===== config.mk =====
export PLATFORM = sky130hd
export DESIGN_NAME = timer_status_flags
export DESIGN_NICKNAME = d
export VERILOG_FILES = /design/src/timer_flags_pkg.sv /design/src/timer_status_flags.sv /design/src/flag_bit_cell.sv
export SDC_FILE = /design/constraint.sdc
export NUM_CORES = 1
export LEC_CHECK = 0
export BUFFER_PORTS_ARGS = -buffer_cell sky130_fd_sc_hd__clkbuf_2
export CAP_MARGIN = 40
export CORE_UTILIZATION = 40
export CTS_CLUSTER_DIAMETER = 150
export DETAILED_ROUTE_END_ITERATION = 12
export GPL_TIMING_DRIVEN = 0
export MAX_ROUTING_LAYER = met4
export PLACE_DENSITY = 0.73
export SLEW_MARGIN = 20
export SYNTH_ARGS = -nofsm -noshare
export SYNTH_HDL_FRONTEND = slang
export SYNTH_SLANG_ARGS = --single-unit
export TNS_END_PERCENT = 100

===== constraint.sdc =====
create_clock -name clk_sys_i -period 3.47 [get_ports clk_sys_i]
set_clock_uncertainty 0.1 [all_clocks]
set_input_delay 0.5205 -clock clk_sys_i [delete_from_list [all_inputs] [get_ports clk_sys_i]]
set_output_delay 0.5205 -clock clk_sys_i [all_outputs]
set_load 0.02 [all_outputs]

===== src/timer_flags_pkg.sv =====
// package: register map, field positions and carriers of the timer flag block
package timer_flags_pkg;

    // ------------------------------------------------------------------
    // register byte offsets
    // ------------------------------------------------------------------
    localparam logic [7:0] OFS_CONTROL = 8'h00;
    localparam logic [7:0] OFS_IRQ_ENABLE = 8'h0c;
    localparam logic [7:0] OFS_STATUS = 8'h10;
    localparam logic [7:0] OFS_EVENT_GEN = 8'h14;
    localparam logic [7:0] OFS_CHAN_VALUE0 = 8'h34;
    localparam logic [7:0] OFS_STATUS_CLEAR = 8'h60;

    // ------------------------------------------------------------------
    // widths and reset values
    // ------------------------------------------------------------------
    localparam int STATUS_W = 16;
    localparam int NUM_CHAN = 4;
    localparam int CNT_W = 16;
    localparam logic [15:0] STATUS_RESET = 16'h0000;
    localparam logic [15:0] CHAN_VALUE_RESET = 16'h0000;
    localparam logic [2:0] CONTROL_RESET = 3'h0;

    // ------------------------------------------------------------------
    // field positions
    // ------------------------------------------------------------------
    localparam int BIT_UPDATE = 0;
    localparam int BIT_CHAN0 = 1;
    localparam int BIT_TRIGGER = 6;
    localparam int BIT_OVERCAP0 = 9;
    localparam int BIT_UPDATE_DISABLE = 1;
    localparam int BIT_UPDATE_REQ_SEL = 2;
    // implemented status bits; bits 5, 7, 8 and 13..15 are reserved
    localparam logic [15:0] STATUS_IMPL_MASK = 16'h1e5f;

    // ------------------------------------------------------------------
    // carriers
    // ------------------------------------------------------------------
    // one-cycle strobes from the counter and capture/compare datapath
    typedef struct packed {
        logic overflow;                  // counter over- or underflow
        logic trigger_reinit;            // trigger event reinitialised counter
        logic trigger;                   // trigger event generated
        logic [NUM_CHAN-1:0] compare_match;
        logic [NUM_CHAN-1:0] capture;
    } timer_events_t;

    // avalon-mm request as seen by the slave
    typedef struct packed {
        logic [7:0] address;
        logic read;
        logic write;
        logic [3:0] byteenable;
        logic [31:0] writedata;
    } avs_req_t;

endpackage : timer_flags_pkg


===== src/timer_status_flags.sv =====
// status flags, interrupt gating and register slave of a general timer
//
// Contract
// - update flag bit 0 sets on any update event; only writing zero clears it (a one written to the clear alias at 0x60 also clears it here).
// - with update disable zero, counter over/underflow raises an update event.
// - update-generate with both controls zero gives update event and reinit.
// - with both controls zero, trigger reinit of counter raises update event.
// - output channel 1 sets its flag (bit 1) on counter equal compare value.
// - input channel 1 sets its flag on an input capture event.
// - channel 1 flag clears on write of zero or read of its value register.
// - channels 2..4 flags in bits 2..4 behave exactly like channel 1.
// - trigger flag bit 6 sets on trigger event; only writing zero clears it (a one written to the clear alias at 0x60 also clears it here).
// - overcapture bit 9 sets when capture hits while channel 1 flag set.
// - overcapture flags for channels 2..4 sit in bits 10..12, same behaviour.
// - status register at offset 0x10, all flags zero after reset.
// - each flag raises the interrupt only when its enable bit is one.
// - channel event-generate sets the flag; input channel also captures count.
//
// Local design decision: register access over Avalon-MM.
`timescale 1ns/10ps
`default_nettype none

module timer_status_flags
(
    // clock and reset
    input wire logic clk_sys_i,
    input wire logic rst_i,
    // avalon-mm slave
    input wire logic [7:0] avs_address_i,
    input wire logic avs_read_i,
    input wire logic avs_write_i,
    input wire logic [3:0] avs_byteenable_i,
    input wire logic [31:0] avs_writedata_i,
    output logic [31:0] avs_readdata_o,
    output logic avs_waitrequest_o,
    // timer datapath events and configuration
    input wire timer_flags_pkg::timer_events_t events_i,
    input wire logic [timer_flags_pkg::NUM_CHAN-1:0] chan_input_mode_i,
    input wire logic [timer_flags_pkg::CNT_W-1:0] counter_value_i,
    // results towards the timer and the cpu
    output logic update_event_o,
    output logic counter_reinit_o,
    output logic irq_o
);
    import timer_flags_pkg::*;

    // ------------------------------------------------------------------
    // bus handshake: one wait cycle, then the request is taken
    // ------------------------------------------------------------------
    avs_req_t req;
    logic req_any;
    logic accept;
    logic wait_nxt;
    logic wr_acc;
    logic rd_acc;

    assign req.address = avs_address_i;
    assign req.read = avs_read_i;
    assign req.write = avs_write_i;
    assign req.byteenable = avs_byteenable_i;
    assign req.writedata = avs_writedata_i;
    assign req_any = req.read | req.write;
    // the request is taken at the edge where waitrequest is sampled low
    assign accept = req_any & ~avs_waitrequest_o;
    assign wait_nxt = avs_waitrequest_o ? ~req_any : 1'b1;
    assign wr_acc = accept & req.write;
    assign rd_acc = accept & req.read;

    // ------------------------------------------------------------------
    // address decode
    // ------------------------------------------------------------------
    logic sel_control;
    logic sel_ien;
    logic sel_status;
    logic sel_evgen;
    logic sel_sclr;
    logic [NUM_CHAN-1:0] sel_chan;
    logic [15:0] wmask;

    assign sel_control = (req.address == OFS_CONTROL);
    assign sel_ien = (req.address == OFS_IRQ_ENABLE);
    assign sel_status = (req.address == OFS_STATUS);
    assign sel_evgen = (req.address == OFS_EVENT_GEN);
    assign sel_sclr = (req.address == OFS_STATUS_CLEAR);
    // only lanes 0 and 1 carry the 16-bit registers
    assign wmask = {{8{req.byteenable[1]}}, {8{req.byteenable[0]}}};

    genvar gc;
    generate
        for (gc = 0; gc < NUM_CHAN; gc++)
        begin : g_dec
            assign sel_chan[gc] =
                (req.address == OFS_CHAN_VALUE0 + 8'(4 * gc));
        end
    endgenerate

    // ------------------------------------------------------------------
    // control and enable registers
    // ------------------------------------------------------------------
    logic [2:0] control_r;
    logic [15:0] ien_r;
    logic update_disable;
    logic update_req_sel;
    logic [2:0] control_nxt;
    logic [15:0] ien_nxt;

    assign update_disable = control_r[BIT_UPDATE_DISABLE];
    assign update_req_sel = control_r[BIT_UPDATE_REQ_SEL];
    assign control_nxt = (wr_acc & sel_control & req.byteenable[0]) ?
        req.writedata[2:0] : control_r;
    // enables exist only where a status flag is implemented
    assign ien_nxt = (wr_acc & sel_ien) ?
        (((req.writedata[15:0] & wmask) | (ien_r & ~wmask))
         & STATUS_IMPL_MASK) : ien_r;

    always_ff @(posedge clk_sys_i or posedge rst_i)
    begin
        if (rst_i)
        begin
            control_r <= CONTROL_RESET;
            ien_r <= STATUS_RESET;
        end
        else
        begin
            control_r <= control_nxt;
            ien_r <= ien_nxt;
        end
    end

    // ------------------------------------------------------------------
    // software event generation (self-clearing, so a pulse only)
    // ------------------------------------------------------------------
    logic evgen_wr;
    logic sw_update_gen;
    logic sw_trigger_gen;
    logic [NUM_CHAN-1:0] sw_chan_gen;

    assign evgen_wr = wr_acc & sel_evgen & req.byteenable[0];
    assign sw_update_gen = evgen_wr & req.writedata[BIT_UPDATE];
    assign sw_trigger_gen = evgen_wr & req.writedata[BIT_TRIGGER];
    assign sw_chan_gen =
        {NUM_CHAN{evgen_wr}} & req.writedata[BIT_CHAN0 +: NUM_CHAN];

    // ------------------------------------------------------------------
    // update event sources
    // ------------------------------------------------------------------
    logic upd_overflow;
    logic upd_sw;
    logic upd_trig;
    logic update_event;

    assign upd_overflow = events_i.overflow & ~update_disable;
    // software and trigger reinit count only with both controls clear
    assign upd_sw = sw_update_gen & ~update_disable & ~update_req_sel;
    assign upd_trig = events_i.trigger_reinit & ~update_disable
        & ~update_req_sel;
    assign update_event = upd_overflow | upd_sw | upd_trig;

    // ------------------------------------------------------------------
    // channel set conditions and captured values
    // ------------------------------------------------------------------
    logic [15:0] status;
    logic [NUM_CHAN-1:0] chan_hw_hit;
    logic [NUM_CHAN-1:0] chan_set;
    logic [NUM_CHAN-1:0] chan_capture;
    logic [NUM_CHAN-1:0] chan_rd_clear;
    logic [NUM_CHAN-1:0] overcap_set;
    logic [CNT_W-1:0] chan_value_r [NUM_CHAN];

    genvar gh;
    generate
        for (gh = 0; gh < NUM_CHAN; gh++)
        begin : g_chan
            logic [CNT_W-1:0] value_nxt;
            logic chan_wr;

            // output channels see compare matches, inputs see captures
            assign chan_hw_hit[gh] = chan_input_mode_i[gh] ?
                events_i.capture[gh] :
                events_i.compare_match[gh];
            assign chan_set[gh] = chan_hw_hit[gh] | sw_chan_gen[gh];
            // a software event on an input channel also captures the count
            assign chan_capture[gh] = chan_input_mode_i[gh] &
                (events_i.capture[gh] | sw_chan_gen[gh]);
            // capture while the event flag still stands is a repeat
            assign overcap_set[gh] = chan_capture[gh]
                & status[BIT_CHAN0 + gh];
            assign chan_rd_clear[gh] = rd_acc & sel_chan[gh];
            // compare value is writable only while the channel is an output
            assign chan_wr = wr_acc & sel_chan[gh] & ~chan_input_mode_i[gh];
            assign value_nxt = chan_capture[gh] ? counter_value_i :
                chan_wr ? ((req.writedata[15:0] & wmask)
                           | (chan_value_r[gh] & ~wmask)) :
                chan_value_r[gh];

            always_ff @(posedge clk_sys_i or posedge rst_i)
            begin
                if (rst_i)
                    chan_value_r[gh] <= CHAN_VALUE_RESET;
                else
                    chan_value_r[gh] <= value_nxt;
            end
        end
    endgenerate

    // ------------------------------------------------------------------
    // flag set and clear vectors
    // ------------------------------------------------------------------
    logic [15:0] flag_set;
    logic [15:0] flag_clr;
    logic [15:0] w0_clear;
    logic [15:0] sclr_clear;

    always_comb
    begin
        flag_set = STATUS_RESET;
        flag_set[BIT_UPDATE] = update_event;
        flag_set[BIT_CHAN0 +: NUM_CHAN] = chan_set;
        flag_set[BIT_TRIGGER] = events_i.trigger | sw_trigger_gen;
        flag_set[BIT_OVERCAP0 +: NUM_CHAN] = overcap_set;
    end

    // writing zero clears, writing one leaves the flag alone
    assign w0_clear = {16{wr_acc & sel_status}} & wmask
        & ~req.writedata[15:0];
    // write-one-to-clear alias for interrupt service code
    assign sclr_clear = {16{wr_acc & sel_sclr}} & wmask
        & req.writedata[15:0];
    always_comb
    begin
        flag_clr = w0_clear | sclr_clear;
        flag_clr[BIT_CHAN0 +: NUM_CHAN] =
            w0_clear[BIT_CHAN0 +: NUM_CHAN]
            | sclr_clear[BIT_CHAN0 +: NUM_CHAN]
            | chan_rd_clear;
    end

    // ------------------------------------------------------------------
    // status flag cells; reserved positions are constant zero
    // ------------------------------------------------------------------
    genvar gf;
    generate
        for (gf = 0; gf < STATUS_W; gf++)
        begin : g_flag
            if (STATUS_IMPL_MASK[gf])
            begin : g_impl
                flag_bit_cell u_cell
                (
                    .clk_sys_i(clk_sys_i),
                    .rst_i(rst_i),
                    .set_i(flag_set[gf]),
                    .clr_i(flag_clr[gf]),
                    .flag_o(status[gf])
                );
            end
            else
            begin : g_rsvd
                assign status[gf] = 1'b0;
            end
        end
    endgenerate

    // ------------------------------------------------------------------
    // read data mux; unmapped and write-only offsets read zero
    // ------------------------------------------------------------------
    logic [15:0] chan_rd;
    logic [15:0] rd_word;

    always_comb
    begin
        chan_rd = 16'h0000;
        for (int i = 0; i < NUM_CHAN; i++)
            if (sel_chan[i])
                chan_rd = chan_value_r[i];
    end

    assign rd_word = sel_control ? {13'h0000, control_r} :
        sel_ien ? ien_r :
        sel_status ? status :
        |sel_chan ? chan_rd : 16'h0000;

    // ------------------------------------------------------------------
    // registered outputs
    // ------------------------------------------------------------------
    logic irq_nxt;
    logic [31:0] rdata_nxt;

    // interrupt follows flags only where enabled; latency one cycle
    assign irq_nxt = |(status & ien_r);
    // read data is loaded in the wait cycle and stands at the accept edge
    assign rdata_nxt = (req.read & avs_waitrequest_o) ?
        {16'h0000, rd_word} : avs_readdata_o;

    always_ff @(posedge clk_sys_i or posedge rst_i)
    begin
        if (rst_i)
        begin
            avs_waitrequest_o <= 1'b1;
            avs_readdata_o <= 32'h0000_0000;
            update_event_o <= 1'b0;
            counter_reinit_o <= 1'b0;
            irq_o <= 1'b0;
        end
        else
        begin
            avs_waitrequest_o <= wait_nxt;
            avs_readdata_o <= rdata_nxt;
            update_event_o <= update_event;
            counter_reinit_o <= sw_update_gen;
            irq_o <= irq_nxt;
        end
    end

endmodule : timer_status_flags

`default_nettype wire


===== src/flag_bit_cell.sv =====
// one sticky status flag where a hardware set beats a clear
`timescale 1ns/10ps
`default_nettype none

module flag_bit_cell
(
    // clock and reset
    input wire logic clk_sys_i,
    input wire logic rst_i,
    // set and clear strobes
    input wire logic set_i,
    input wire logic clr_i,
    // flag
    output logic flag_o
);

    // ------------------------------------------------------------------
    // sticky flag
    // ------------------------------------------------------------------
    logic flag_nxt;

    // set wins over a clear in the same cycle so no event is lost
    assign flag_nxt = set_i | (flag_o & ~clr_i);

    always_ff @(posedge clk_sys_i or posedge rst_i)
    begin
        if (rst_i)
            flag_o <= 1'b0;
        else
            flag_o <= flag_nxt;
    end

endmodule : flag_bit_cell

`default_nettype wire


Word level (Yosys, flattened, before mapping)
Index checks and enable logic that the tools add are counted.

Bits in registers: 107. Bits of input ports: 79. Output and inout bits: 36.

Equal/unequal tests: 8. Mux-type cells: 21. Bitwise operators: 110. Reductions and logical operators: 7.

Operators by type and width (count): 16-bit 2-to-1 mux (16); 16-bit bitwise AND (5); 13-bit bitwise AND (6); 16-bit OR (4); 1-bit bitwise AND (48); 13-bit OR (2); 8-bit by 6-bit == test with 1-bit output (second input constant) (3); 1-bit OR (22); 1-bit NOT (18); 8-bit by 5-bit == test with 1-bit output (second input constant) (2); 8-bit by 7-bit == test with 1-bit output (second input constant) (2); 16-bit NOT (1); 16-bit OR reduction (1); 13-bit NOT (1); 8-bit by 4-bit == test with 1-bit output (second input constant) (1); 8-bit zero test (1); 4-bit OR (2); 2-bit nonzero test (4); 1-bit 2-to-1 mux (5); 4-bit bitwise AND (1); 4-bit OR reduction (1).

Logic depth before layout (Yosys ltp)
Gate-level depths: netlist of the first run.

Word-level depth: 11. Mapped depth: 8. Mapped depth without buffers: 5.

By module
Synthesis of the first run repeated with hierarchy kept, for this count alone.

Cells, all modules: 592. Area, all modules: 6153.4 µm².

By module, submodules not included: timer_status_flags (instances 1, cells an instance 552, area each 5753.0 µm², seq. area each 2428.6 µm²); flag_bit_cell (instances 10, cells an instance 4, area each 40.0 µm², seq. area each 25.0 µm²).

Worst setup path before layout of the first run
Ideal clock, no wire load.

Path type: input port to flip-flop. Start: in avs_address_i[2]. End: reg (tool-made name). Library setup time: 0.118 ns. Arrival time: 1.985 ns. Data required time: 3.252 ns. Slack: 1.267 ns. Stages: 6. Cell sequence: buf_4 -> or4b_1 -> buf_2 -> nor4_4 -> nor2_2 -> a21o_1.

RTL lines: from (decl) (line timer_status_flags.sv:29) `input wire logic [7:0] avs_address_i,`.

==> results_dict.tcl, run 1 <==
set metrics [dict create \
    number_of_distinct_standard_cells_referenced_by_the_synthesized_netlist 58 \
    cts_repair_resize_count 0 \
    worst_setup_path_start_kind "primary input" \
    placeableCoreArea_mm2 0.0140 \
    routed_via_density 5.97 \
    tritoncts_clock_tree "yes" \
    clk_slew_on_worst_s_h_paths_ns 0.08 \
    cts_sinks 107 \
    grt_setup_unrepaired "no" \
    via_count 5088 \
    r2r_setup_slack_ns 1.11 \
    postCtsSetupBuffers 0 \
    globalRouteOverflowTotal 0 \
    grt_first_pass_wirelength_um 26800 \
    detail_route.first_pass.iterations 7 \
    postSynth.asyncResetShare_pct 100 \
    postPlaceCellArea_mm2 0.00649 \
    hold_violations 0 \
    final_design_area_no_fill_mm2 0.00681 \
    diodes 0 \
    grt_antenna_before_repair 0 \
    netlist.top_cell.by_area "dfrtp_1" \
    most_common_cell_in_the_synthesized_netlist "dfrtp_1" \
    synth_seq_area_share_pct 46.1 \
    io_pins 115 \
    yosys_warnings 0 \
    timing_worst_setup_path_type "in -> reg" \
    cts_root_buffer "clkbuf_16" \
    ctsHoldBuffers 0 \
    proportion_of_netlist_area_held_by_the_largest_area_contributor_pct 45.7 \
    ys_seq_elements 107 \
    fp.dieH_um 123 \
    pin_count_of_the_biggest_net_entering_global_routing 80 \
    synth_ff_type "dfrtp_1" \
    layout.nets 746 \
    drt_iter0_drc 646 \
    clock_path_buffers 2 \
    fin_setup_tns_ns 0 \
    synthToLayoutAreaGrowth_pct 17.3 \
    worst_ir_drop_vdd_mv 0.198 \
    floorplan.initialDensity_pct 41.4 \
    power-per-cell-area_mw_per_mm2 440 \
    r2r.worst_path.cells 5 \
    groute.usage.overall_pct 24.7 \
    ant_nets 0 \
    slew-limit-headroom_pct 51.3 \
    clock_latency_ns 0.36 \
    h-tree-depth 3 \
    required_ns 3.61 \
    worstPathMaxFanout 9 \
    std_cell_rows 43 \
    floorplan.die_area_mm2 0.0150 \
    max-cap-violations 0 \
    path_class_of_the_lowest_slack_min_delay_path "in -> async" \
    setup_viol_count_final 0 \
    synth_edf_count 0 \
    worst_hold_slack_ns 0.0157 \
    dp_hpwl_um 12500 \
    leakage_power_figure_nw 3.12 \
    netlist_area_mm2 0.00581 \
    slew_viol_final 0 \
    critPathArrivalTime_ns 2.55 \
    chipWidth_um 123 \
    port-buffer-count 74 \
    ys_top_cells_by_area "dfrtp_1 46%, a22oi_1 7.4%, a22o_1 5.7%, o21ai_0 4.7%, a21o_1 3.1%" \
    detailedPlace.worstSlack_ns 0.690 \
    final_period_minus_worst_setup_slack_ns 2.41 \
    detail_route.wirelength_um 17200 \
    grt_pass1_vias 4904 \
    avg_synthesized_cell_area_um2 10.3 \
    routed_wire_length_per_instance_um 20.2 \
    gp_congestion 0.935 \
    slew_at_the_pin_closest_to_its_max_slew_limit_ns 0.720 \
    drt_drc_violations_left 0 \
    maxClockFrequency_mhz 416 \
    outcome "complete, no violations" \
    final_critical_path_setup_slack_ns 1.06 \
    netlist_instances 565 \
    cts_inserted_buffers 9 \
    synth_commonest_cells "106 x dfrtp_1, 57 x a22oi_1, 55 x o21ai_0, 38 x a22o_1, 35 x nand2_1" \
    share_of_final_layout_standard_cells_stronger_than_drive_strength_1_pct 25.6 \
    final_cycle_utilization_of_the_critical_path_pct 69.3 \
    crit_path_end_kind "flop" \
]
[layer usage]
| layer | vias up | track usage (%) | part of all wire [%] |
|---|---|---|---|
| met5 | - | - | 0 |
| met4 | 0 | 10.5 | 2.4 |
| met3 | 41 | 3.95 | 7.9 |
| met2 | 283 | 36.2 | 46 |
| met1 | 2470 | 33.8 | 44 |
| li1 | 2294 | - | - |
[worst max-delay path: stages]
cell	delay, ns
clkbuf_2	0.14
nand4bb_1	0.41
or2_1	0.31
buf_2	0.16
nor3_2	0.52
or2_0	0.17
buf_2	0.20
o21ai_0	0.11
[worst paths after layout]
path                                        start                          to
worst max-delay path             avs_address_i[0]                        flop
worst min-delay path                        rst_i  asynchronous set/reset pin
worst max register to register  avs_waitrequest_o                        flop
worst min register to register               flop                        flop
max in group asynchronous                   rst_i  asynchronous set/reset pin
min in group clk_sys_i                 avs_read_i           avs_waitrequest_o
[cell families after synthesis]
group           Yosys count  synth area share (%)
compound gates          230                  28.2
simple gates            110                  12.4
flops                   107                  46.1
buf+inv                  86                  7.60
mux                      31                  5.67
other cells               1                0.0646
[where the power goes]
part / internal, mW / switching (mW) / total [mW] / leakage (nW)
registers: 1.36 / 0.0640 / 1.42 / 1.33
clock network: 0.592 / 0.499 / 1.09 / 0.150
logic: 0.187 / 0.294 / 0.482 / 1.64
[placed cells by master (no fill, tap or decap), drive strengths merged, types with 2 or more instances in the layout]
master	n
a21o	24
dfrtp	106
a222oi	5
mux2	15
nand3b	2
a221oi	5
inv	36
or3	2
or4	2
mux2i	16
a311oi	2
buf	40
nand2b	2
nand4bb	2
a22o	38
nor2b	7
a21oi	6
nor4	6
and2	4
nor2	17
clkbuf	99
o221ai	2
nand3	4
or4b	2
a22oi	57
a41oi	4
o21ai	75
nor3	9
o22ai	5
or2	7
nor4b	3
conb	16
nand2	35
[area by class of cell]
cell class              instances  area (um^2)
plain buffers                  52          314
clock buffers                  11          243
clock inverters                 5         68.8
fillers                      1323         7230
inverters                      34          133
multi-input cells             387         2740
flip-flops and latches        107         2680
well taps                     180          225
repair buffers                 76          405
[stage by stage]
step | total power [mW] | utilization (%) | cells
after floorplan | 1.74 | - | 580
after global placement | 1.90 | 46.0 | 834
after detailed placement | 1.92 | 46.2 | 835
after CTS | 3.01 | 48.5 | 851
after global routing | 3.11 | 48.5 | 852
final | 3.00 | 48.5 | 852
(Power assumes the default switching activity.)
==> run 2, diff against run 1 <==
- clock period: 3.47 -> 2.09 ns (I/O delays scaled with it)
==> run 2 against run 1 <==
Register-to-register slack got worse by 1.1 ns; cell count rose by 2.6%; sequential cell count did not move; worst setup slack got worse by 1.0 ns; sequential share of layout area fell by 1.9 points; worst hold slack improved by 0.031 ns; critical path type unchanged.
==> results_dict.tcl, run 2 (same netlist as run 1, synthesis figures left out) <==
set metrics [dict create \
    critPathArrivalTime_ns 2.20 \
    r2r_setup_slack_ns 0.04 \
    worst_setup_path_start_kind "primary input" \
    final_cell_mix "106 x dfrtp_1, 74 x clkbuf_2, 51 x a22oi_1, 51 x o21ai_0, 42 x buf_4" \
    clk_slew_on_worst_s_h_paths_ns 0.07 \
    tritoncts_clock_tree "yes" \
    cts_root_buffer "clkbuf_16" \
    std_cell_rows 43 \
    worst_ir_drop_vdd_mv 0.386 \
    layout.nets 769 \
    drt_drc_violations_left 0 \
    final_cycle_utilization_of_the_critical_path_pct 98.2 \
    chipWidth_um 123 \
    placeableCoreArea_mm2 0.0140 \
    port-buffer-count 74 \
    path_class_of_the_lowest_slack_min_delay_path "in -> reg" \
    pin_count_of_the_biggest_net_entering_global_routing 31 \
    share_of_final_layout_standard_cells_stronger_than_drive_strength_1_pct 30.1 \
    hold_violations 0 \
    clock_latency_ns 0.36 \
    dp_hpwl_um 12700 \
    setup_viol_count_final 0 \
    max-cap-violations 0 \
    floorplan.initialDensity_pct 41.4 \
    outcome "complete, no violations" \
    detailedPlace.worstSlack_ns -0.498 \
    io_pins 115 \
    leakage_power_figure_nw 3.29 \
    diodes 0 \
    maxClockFrequency_mhz 487 \
    slew_viol_final 0 \
    finalNonFillerCells 874 \
    drt_iter0_drc 641 \
    ant_nets 0 \
    synthToLayoutAreaGrowth_pct 23.4 \
    fin_setup_tns_ns 0 \
    timing_worst_setup_path_type "in -> reg" \
    fp.dieH_um 123 \
    slew_at_the_pin_closest_to_its_max_slew_limit_ns 0.710 \
    detail_route.wirelength_um 17800 \
    clock_path_buffers 2 \
    detail_route.first_pass.iterations 5 \
    worstPathMaxFanout 10 \
    grt_pass1_vias 4944 \
    final_common_cell "dfrtp_1" \
    globalRouteOverflowTotal 0 \
    final_critical_path_setup_slack_ns 0.0377 \
    grt_setup_unrepaired "yes" \
    slew-limit-headroom_pct 52.0 \
    cts_sinks 107 \
    power-per-cell-area_mw_per_mm2 701 \
    routed_via_density 6.01 \
    grt_antenna_before_repair 0 \
    floorplan.die_area_mm2 0.0150 \
    placedCellCount 838 \
    crit_path_end_kind "flop" \
    grt_first_pass_wirelength_um 27500 \
    required_ns 2.24 \
    worst_hold_slack_ns 0.0470 \
    final_period_minus_worst_setup_slack_ns 2.05 \
    via_count 5249 \
    cts_inserted_buffers 9 \
    h-tree-depth 3 \
    groute.usage.overall_pct 25.2 \
    fin_util_pct 51.0 \
    gp_congestion 0.921 \
    routed_wire_length_per_instance_um 20.4 \
]
run 2: changes by cell type in the layout (fill, tap and decap cells not counted), moves of 2 or more:
cell,previous run,this run
clkbuf_1,15,12
a22oi_1,57,51
buf_16,1,3
buf_12,0,4
o21ai_0,55,51
o21ai_1,11,13
nor2_1,13,11
buf_6,2,4
o21ai_2,9,11
buf_2,11,9
nor3_4,2,4
buf_4,25,42
a22oi_2,0,6
run 2: final timing paths:
path,from,to,cells past startpoint
worst max-delay path,avs_address_i[1],flop,8
worst min-delay path,avs_read_i,avs_waitrequest_o,2
worst max register to register,avs_waitrequest_o,flop,7
worst min register to register,flop,flop,1
max in group asynchronous,rst_i,asynchronous set/reset pin,5
min in group asynchronous,rst_i,asynchronous set/reset pin,3
run 2: power breakdown:
group	total, mW	leakage [nW]	switching (mW)	internal, mW
Combinational	0.860	1.81	0.513	0.347
Clock	1.80	0.150	0.794	1.00
Sequential	2.36	1.33	0.105	2.26
Total	5.02	3.29	1.41	3.61
run 2: per-stage QoR:
stage	total power, mW	cell area [um^2]
6_report	5.02	7170
5_1_grt	5.23	7170
4_1_cts	5.01	7070
3_5_place_dp	3.21	6570
3_3_place_gp	3.16	6460
2_1_floorplan	2.89	5870
run 2: timing repair:
action                                  in CTS  in global routing
buffers inserted                            16                  6
endpoints found under the setup margin      75                 49
endpoints found under the hold margin       16                  0
resized for setup                            9                 15
hold buffers                                 1                  0
pin swaps                                    7                  0
run 2: critical path, cell delays in order:
cell,delay [ns]
clkbuf_2,0.13
nor4b_1,0.66
a41oi_1,0.21
nor2b_1,0.17
buf_4,0.22
buf_4,0.22
nor2_2,0.09
a21o_1,0.18
run 2: per-layer routing:
| metal | part of all wire (%) | vias to the layer above | GRT usage [%] |
|---|---|---|---|
| met5 | 0 | - | - |
| met4 | 2.7 | 0 | 9.60 |
| met3 | 8.8 | 42 | 4.93 |
| met2 | 47 | 294 | 37.9 |
| met1 | 42 | 2580 | 33.7 |
| li1 | - | 2333 | - |
run 2: final cells by class:
type                            instances  area [um^2]
Fill cell                            1268         6880
Clock buffer                           11          253
Timing Repair Buffer                  101          686
Buffer                                 50          319
Multi-Input combinational cell        387         2820
Inverter                               34          131
Tap cell                              180          225
Clock inverter                          4         57.6
Sequential cell                       107         2680
==> run 3, diff against run 2 <==
- SYNTH_HIERARCHICAL: default -> 1
==> run 3 against run 2 <==
The flow now finishes with violations (negative setup slack); core utilization rose by 0.88 points; clock power barely moved; first-iteration DRC count fell by 0.78%; total power rose by 2.5%; sequential cell count did not move; sequential share of layout area fell by 2.4 points; clock-buffer cell count fell by 1; combinational power rose by 12%; die area rose by 5.8%; final area rose by 6.9%; wire length rose by 20%.
==> results_dict.tcl, run 3 <==
set metrics [dict create \
    share_of_final_layout_standard_cells_stronger_than_drive_strength_1_pct 35.9 \
    post_synth_and_or_nand_nor_area_fraction_pct 15.5 \
    worst_ir_drop_vdd_mv 0.497 \
    layout.nets 803 \
    grt_antenna_before_repair 0 \
    cts_sinks 107 \
    netlist.top_cell.by_area "dfrtp_1" \
    via_count 5704 \
    critPathArrivalTime_ns 2.28 \
    path_class_of_the_lowest_slack_min_delay_path "in -> reg" \
    fill_cells 1331 \
    routed_via_density 6.25 \
    pin_count_of_the_biggest_net_entering_global_routing 34 \
    port-buffer-count 75 \
    synth_ff_type "dfrtp_1" \
    worstPathMaxFanout 8 \
    synth_commonest_cells "106 x dfrtp_1, 44 x mux2_2, 42 x nand2_1, 28 x a22o_1, 28 x inv_1" \
    clock_path_buffers 2 \
    path_cells "nand3b_1 -> or4_1 -> buf_6 -> mux2_2 -> mux2_4" \
    slew_at_the_pin_closest_to_its_max_slew_limit_ns 0.838 \
    detail_route.wirelength_um 21400 \
    gp_congestion 0.966 \
    outcome "finished, violations left" \
    diodes 0 \
    combinational_family_with_the_most_area_after_synthesis "compound AO/OA/AOI/OAI gates" \
    max-cap-violations 0 \
    grt_first_pass_wirelength_um 32600 \
    max_stage_delay_ns 0.53 \
    cts_root_buffer "clkbuf_16" \
    synth_edf_count 0 \
    netlist_instances 592 \
    worst_setup_path_start_kind "flop" \
    netlist_area_mm2 0.00615 \
    slowest_stage "or4_1" \
    final_cycle_utilization_of_the_critical_path_pct 102 \
    postSynth.asyncResetShare_pct 100 \
    routed_wire_length_per_instance_um 23.4 \
    crit_family "simple AND/OR/NAND/NOR gates" \
    path_buf_inv 1 \
    yosys.area_share.adder_pct 0 \
    slew_viol_final 0 \
    maxClockFrequency_mhz 470 \
    leakage_power_figure_nw 3.56 \
    power-per-cell-area_mw_per_mm2 672 \
    worst_hold_slack_ns 0.0836 \
    hold_violations 0 \
    detail_route.first_pass.iterations 7 \
    grt_setup_unrepaired "yes" \
    avg_synthesized_cell_area_um2 10.4 \
    report.power.total_mw 5.15 \
    placeableCoreArea_mm2 0.0148 \
    groute.usage.overall_pct 28.2 \
    cts_inserted_buffers 9 \
    dp_hpwl_um 14700 \
    clk_slew_on_worst_s_h_paths_ns 0.07 \
    final_critical_path_setup_slack_ns -0.0375 \
    globalRouteOverflowTotal 0 \
    floorplan.die_area_mm2 0.0159 \
    multiInputGateArea_mm2 0.00336 \
    setup_viol_count_final 17 \
    final_common_cell "dfrtp_1" \
    io_pins 115 \
    post_synth_xor_area_fraction_pct 0 \
    crit_path_end_kind "flop" \
    drt_iter0_drc 636 \
    synth_compound_gate_area_share_pct 22.1 \
    synthToLayoutAreaGrowth_pct 24.5 \
    tritoncts_clock_tree "yes" \
    grt_pass1_vias 5534 \
    fin_setup_tns_ns -0.429 \
    synth_seq_area_share_pct 43.5 \
    floorplan.initialDensity_pct 41.7 \
    required_ns 2.24 \
    fp.dieH_um 126 \
    yosys_warnings 6 \
    drt_drc_violations_left 0 \
    most_common_cell_in_the_synthesized_netlist "dfrtp_1" \
    std_cell_rows 44 \
    h-tree-depth 3 \
    timing_worst_setup_path_type "reg -> reg" \
    ant_nets 0 \
    chipWidth_um 126 \
    number_of_distinct_standard_cells_referenced_by_the_synthesized_netlist 64 \
    ys_seq_elements 107 \
    final_cell_mix "106 x dfrtp_1, 83 x clkbuf_2, 44 x buf_4, 42 x mux2_2, 41 x nand2_1" \
    final_period_minus_worst_setup_slack_ns 2.13 \
    violated_checks "negative setup slack" \
    proportion_of_netlist_area_held_by_the_largest_area_contributor_pct 43.1 \
    final-seq-area_mm2 0.00268 \
    clock_latency_ns 0.37 \
    slew-limit-headroom_pct 44.1 \
    ys_top_cells_by_area "dfrtp_1 43%, mux2_2 8.1%, a22o_1 4.0%, a221o_1 3.1%, a21o_1 2.9%" \
    synthMuxAreaShare_pct 12.7 \
    detailedPlace.worstSlack_ns -0.766 \
]
==> run 3: metal layers <==
layer / track usage, % / vias to the layer above / wire [um]
met5: - / - / 0
met4: 9.50 / 0 / 542
met3: 5.86 / 52 / 1640
met2: 43.6 / 311 / 9830
met1: 36.9 / 2883 / 9380
li1: - / 2458 / -
==> run 3: final timing paths <==
path | from | endpoint | slack, ns | cells after the start
worst min register to register | flop | flop | 0.39 | 1
worst max-delay path | avs_waitrequest_o | flop | -0.04 | 5
min in group asynchronous | rst_i | g_flag[1].g_impl.u_cell/flag_o | 0.41 | 3
worst min-delay path | avs_read_i | avs_waitrequest_o | 0.08 | 2
worst max register to register | avs_waitrequest_o | flop | -0.04 | 5
max in group asynchronous | rst_i | asynchronous set/reset pin | 0.52 | 6
==> run 3: worst register-to-register path, stage by stage (launching register included) <==
cell and delay, ns:
dfstp_2 0.41, nand3b_1 0.27, or4_1 0.53, buf_6 0.17, mux2_2 0.28, mux2_4 0.26
==> run 3: report_power, final <==
part | internal (mW) | switching [mW] | total [mW]
sequential | 2.26 | 0.119 | 2.38
clock | 0.949 | 0.857 | 1.81
combinational | 0.427 | 0.533 | 0.960
total | 3.64 | 1.51 | 5.15
==> run 3: logic make-up after synthesis <==
| family | Yosys count |
|---|---|
| buf+inv | 80 |
| other cells | 1 |
| simple gates | 165 |
| compound gates | 171 |
| flops | 107 |
| mux | 68 |
==> run 3: timing repair <==
| item | in CTS | in global routing |
|---|---|---|
| cloned | 1 | 0 |
| pin swaps | 10 | 11 |
| endpoints found under the hold margin | 13 | 0 |
| setup buffers | 16 | 8 |
| hold buffers | 1 | 0 |
| gates resized for setup | 33 | 41 |
| endpoints found under the setup margin | 95 | 57 |
==> run 3: per-stage QoR <==
step                      instance area, um^2  utilization, %  instances
final                                    7660            51.9        913
after global routing                     7660            51.9        913
after CTS                                7490            50.8        907
after detailed placement                 6950            47.1        873
after global placement                   6850            46.4        866
after floorplan                          6250               -        607
==> run 3: area by class of cell <==
| type | count | share of cell area [%] |
|---|---|---|
| Buffer | 50 | 4.30 |
| Clock buffer | 10 | 2.99 |
| Clock inverter | 6 | 0.948 |
| Inverter | 28 | 1.42 |
| Multi-Input combinational cell | 421 | 43.9 |
| Sequential cell | 107 | 35.0 |
| Tap cell | 184 | 3.01 |
| Timing Repair Buffer | 107 | 8.50 |
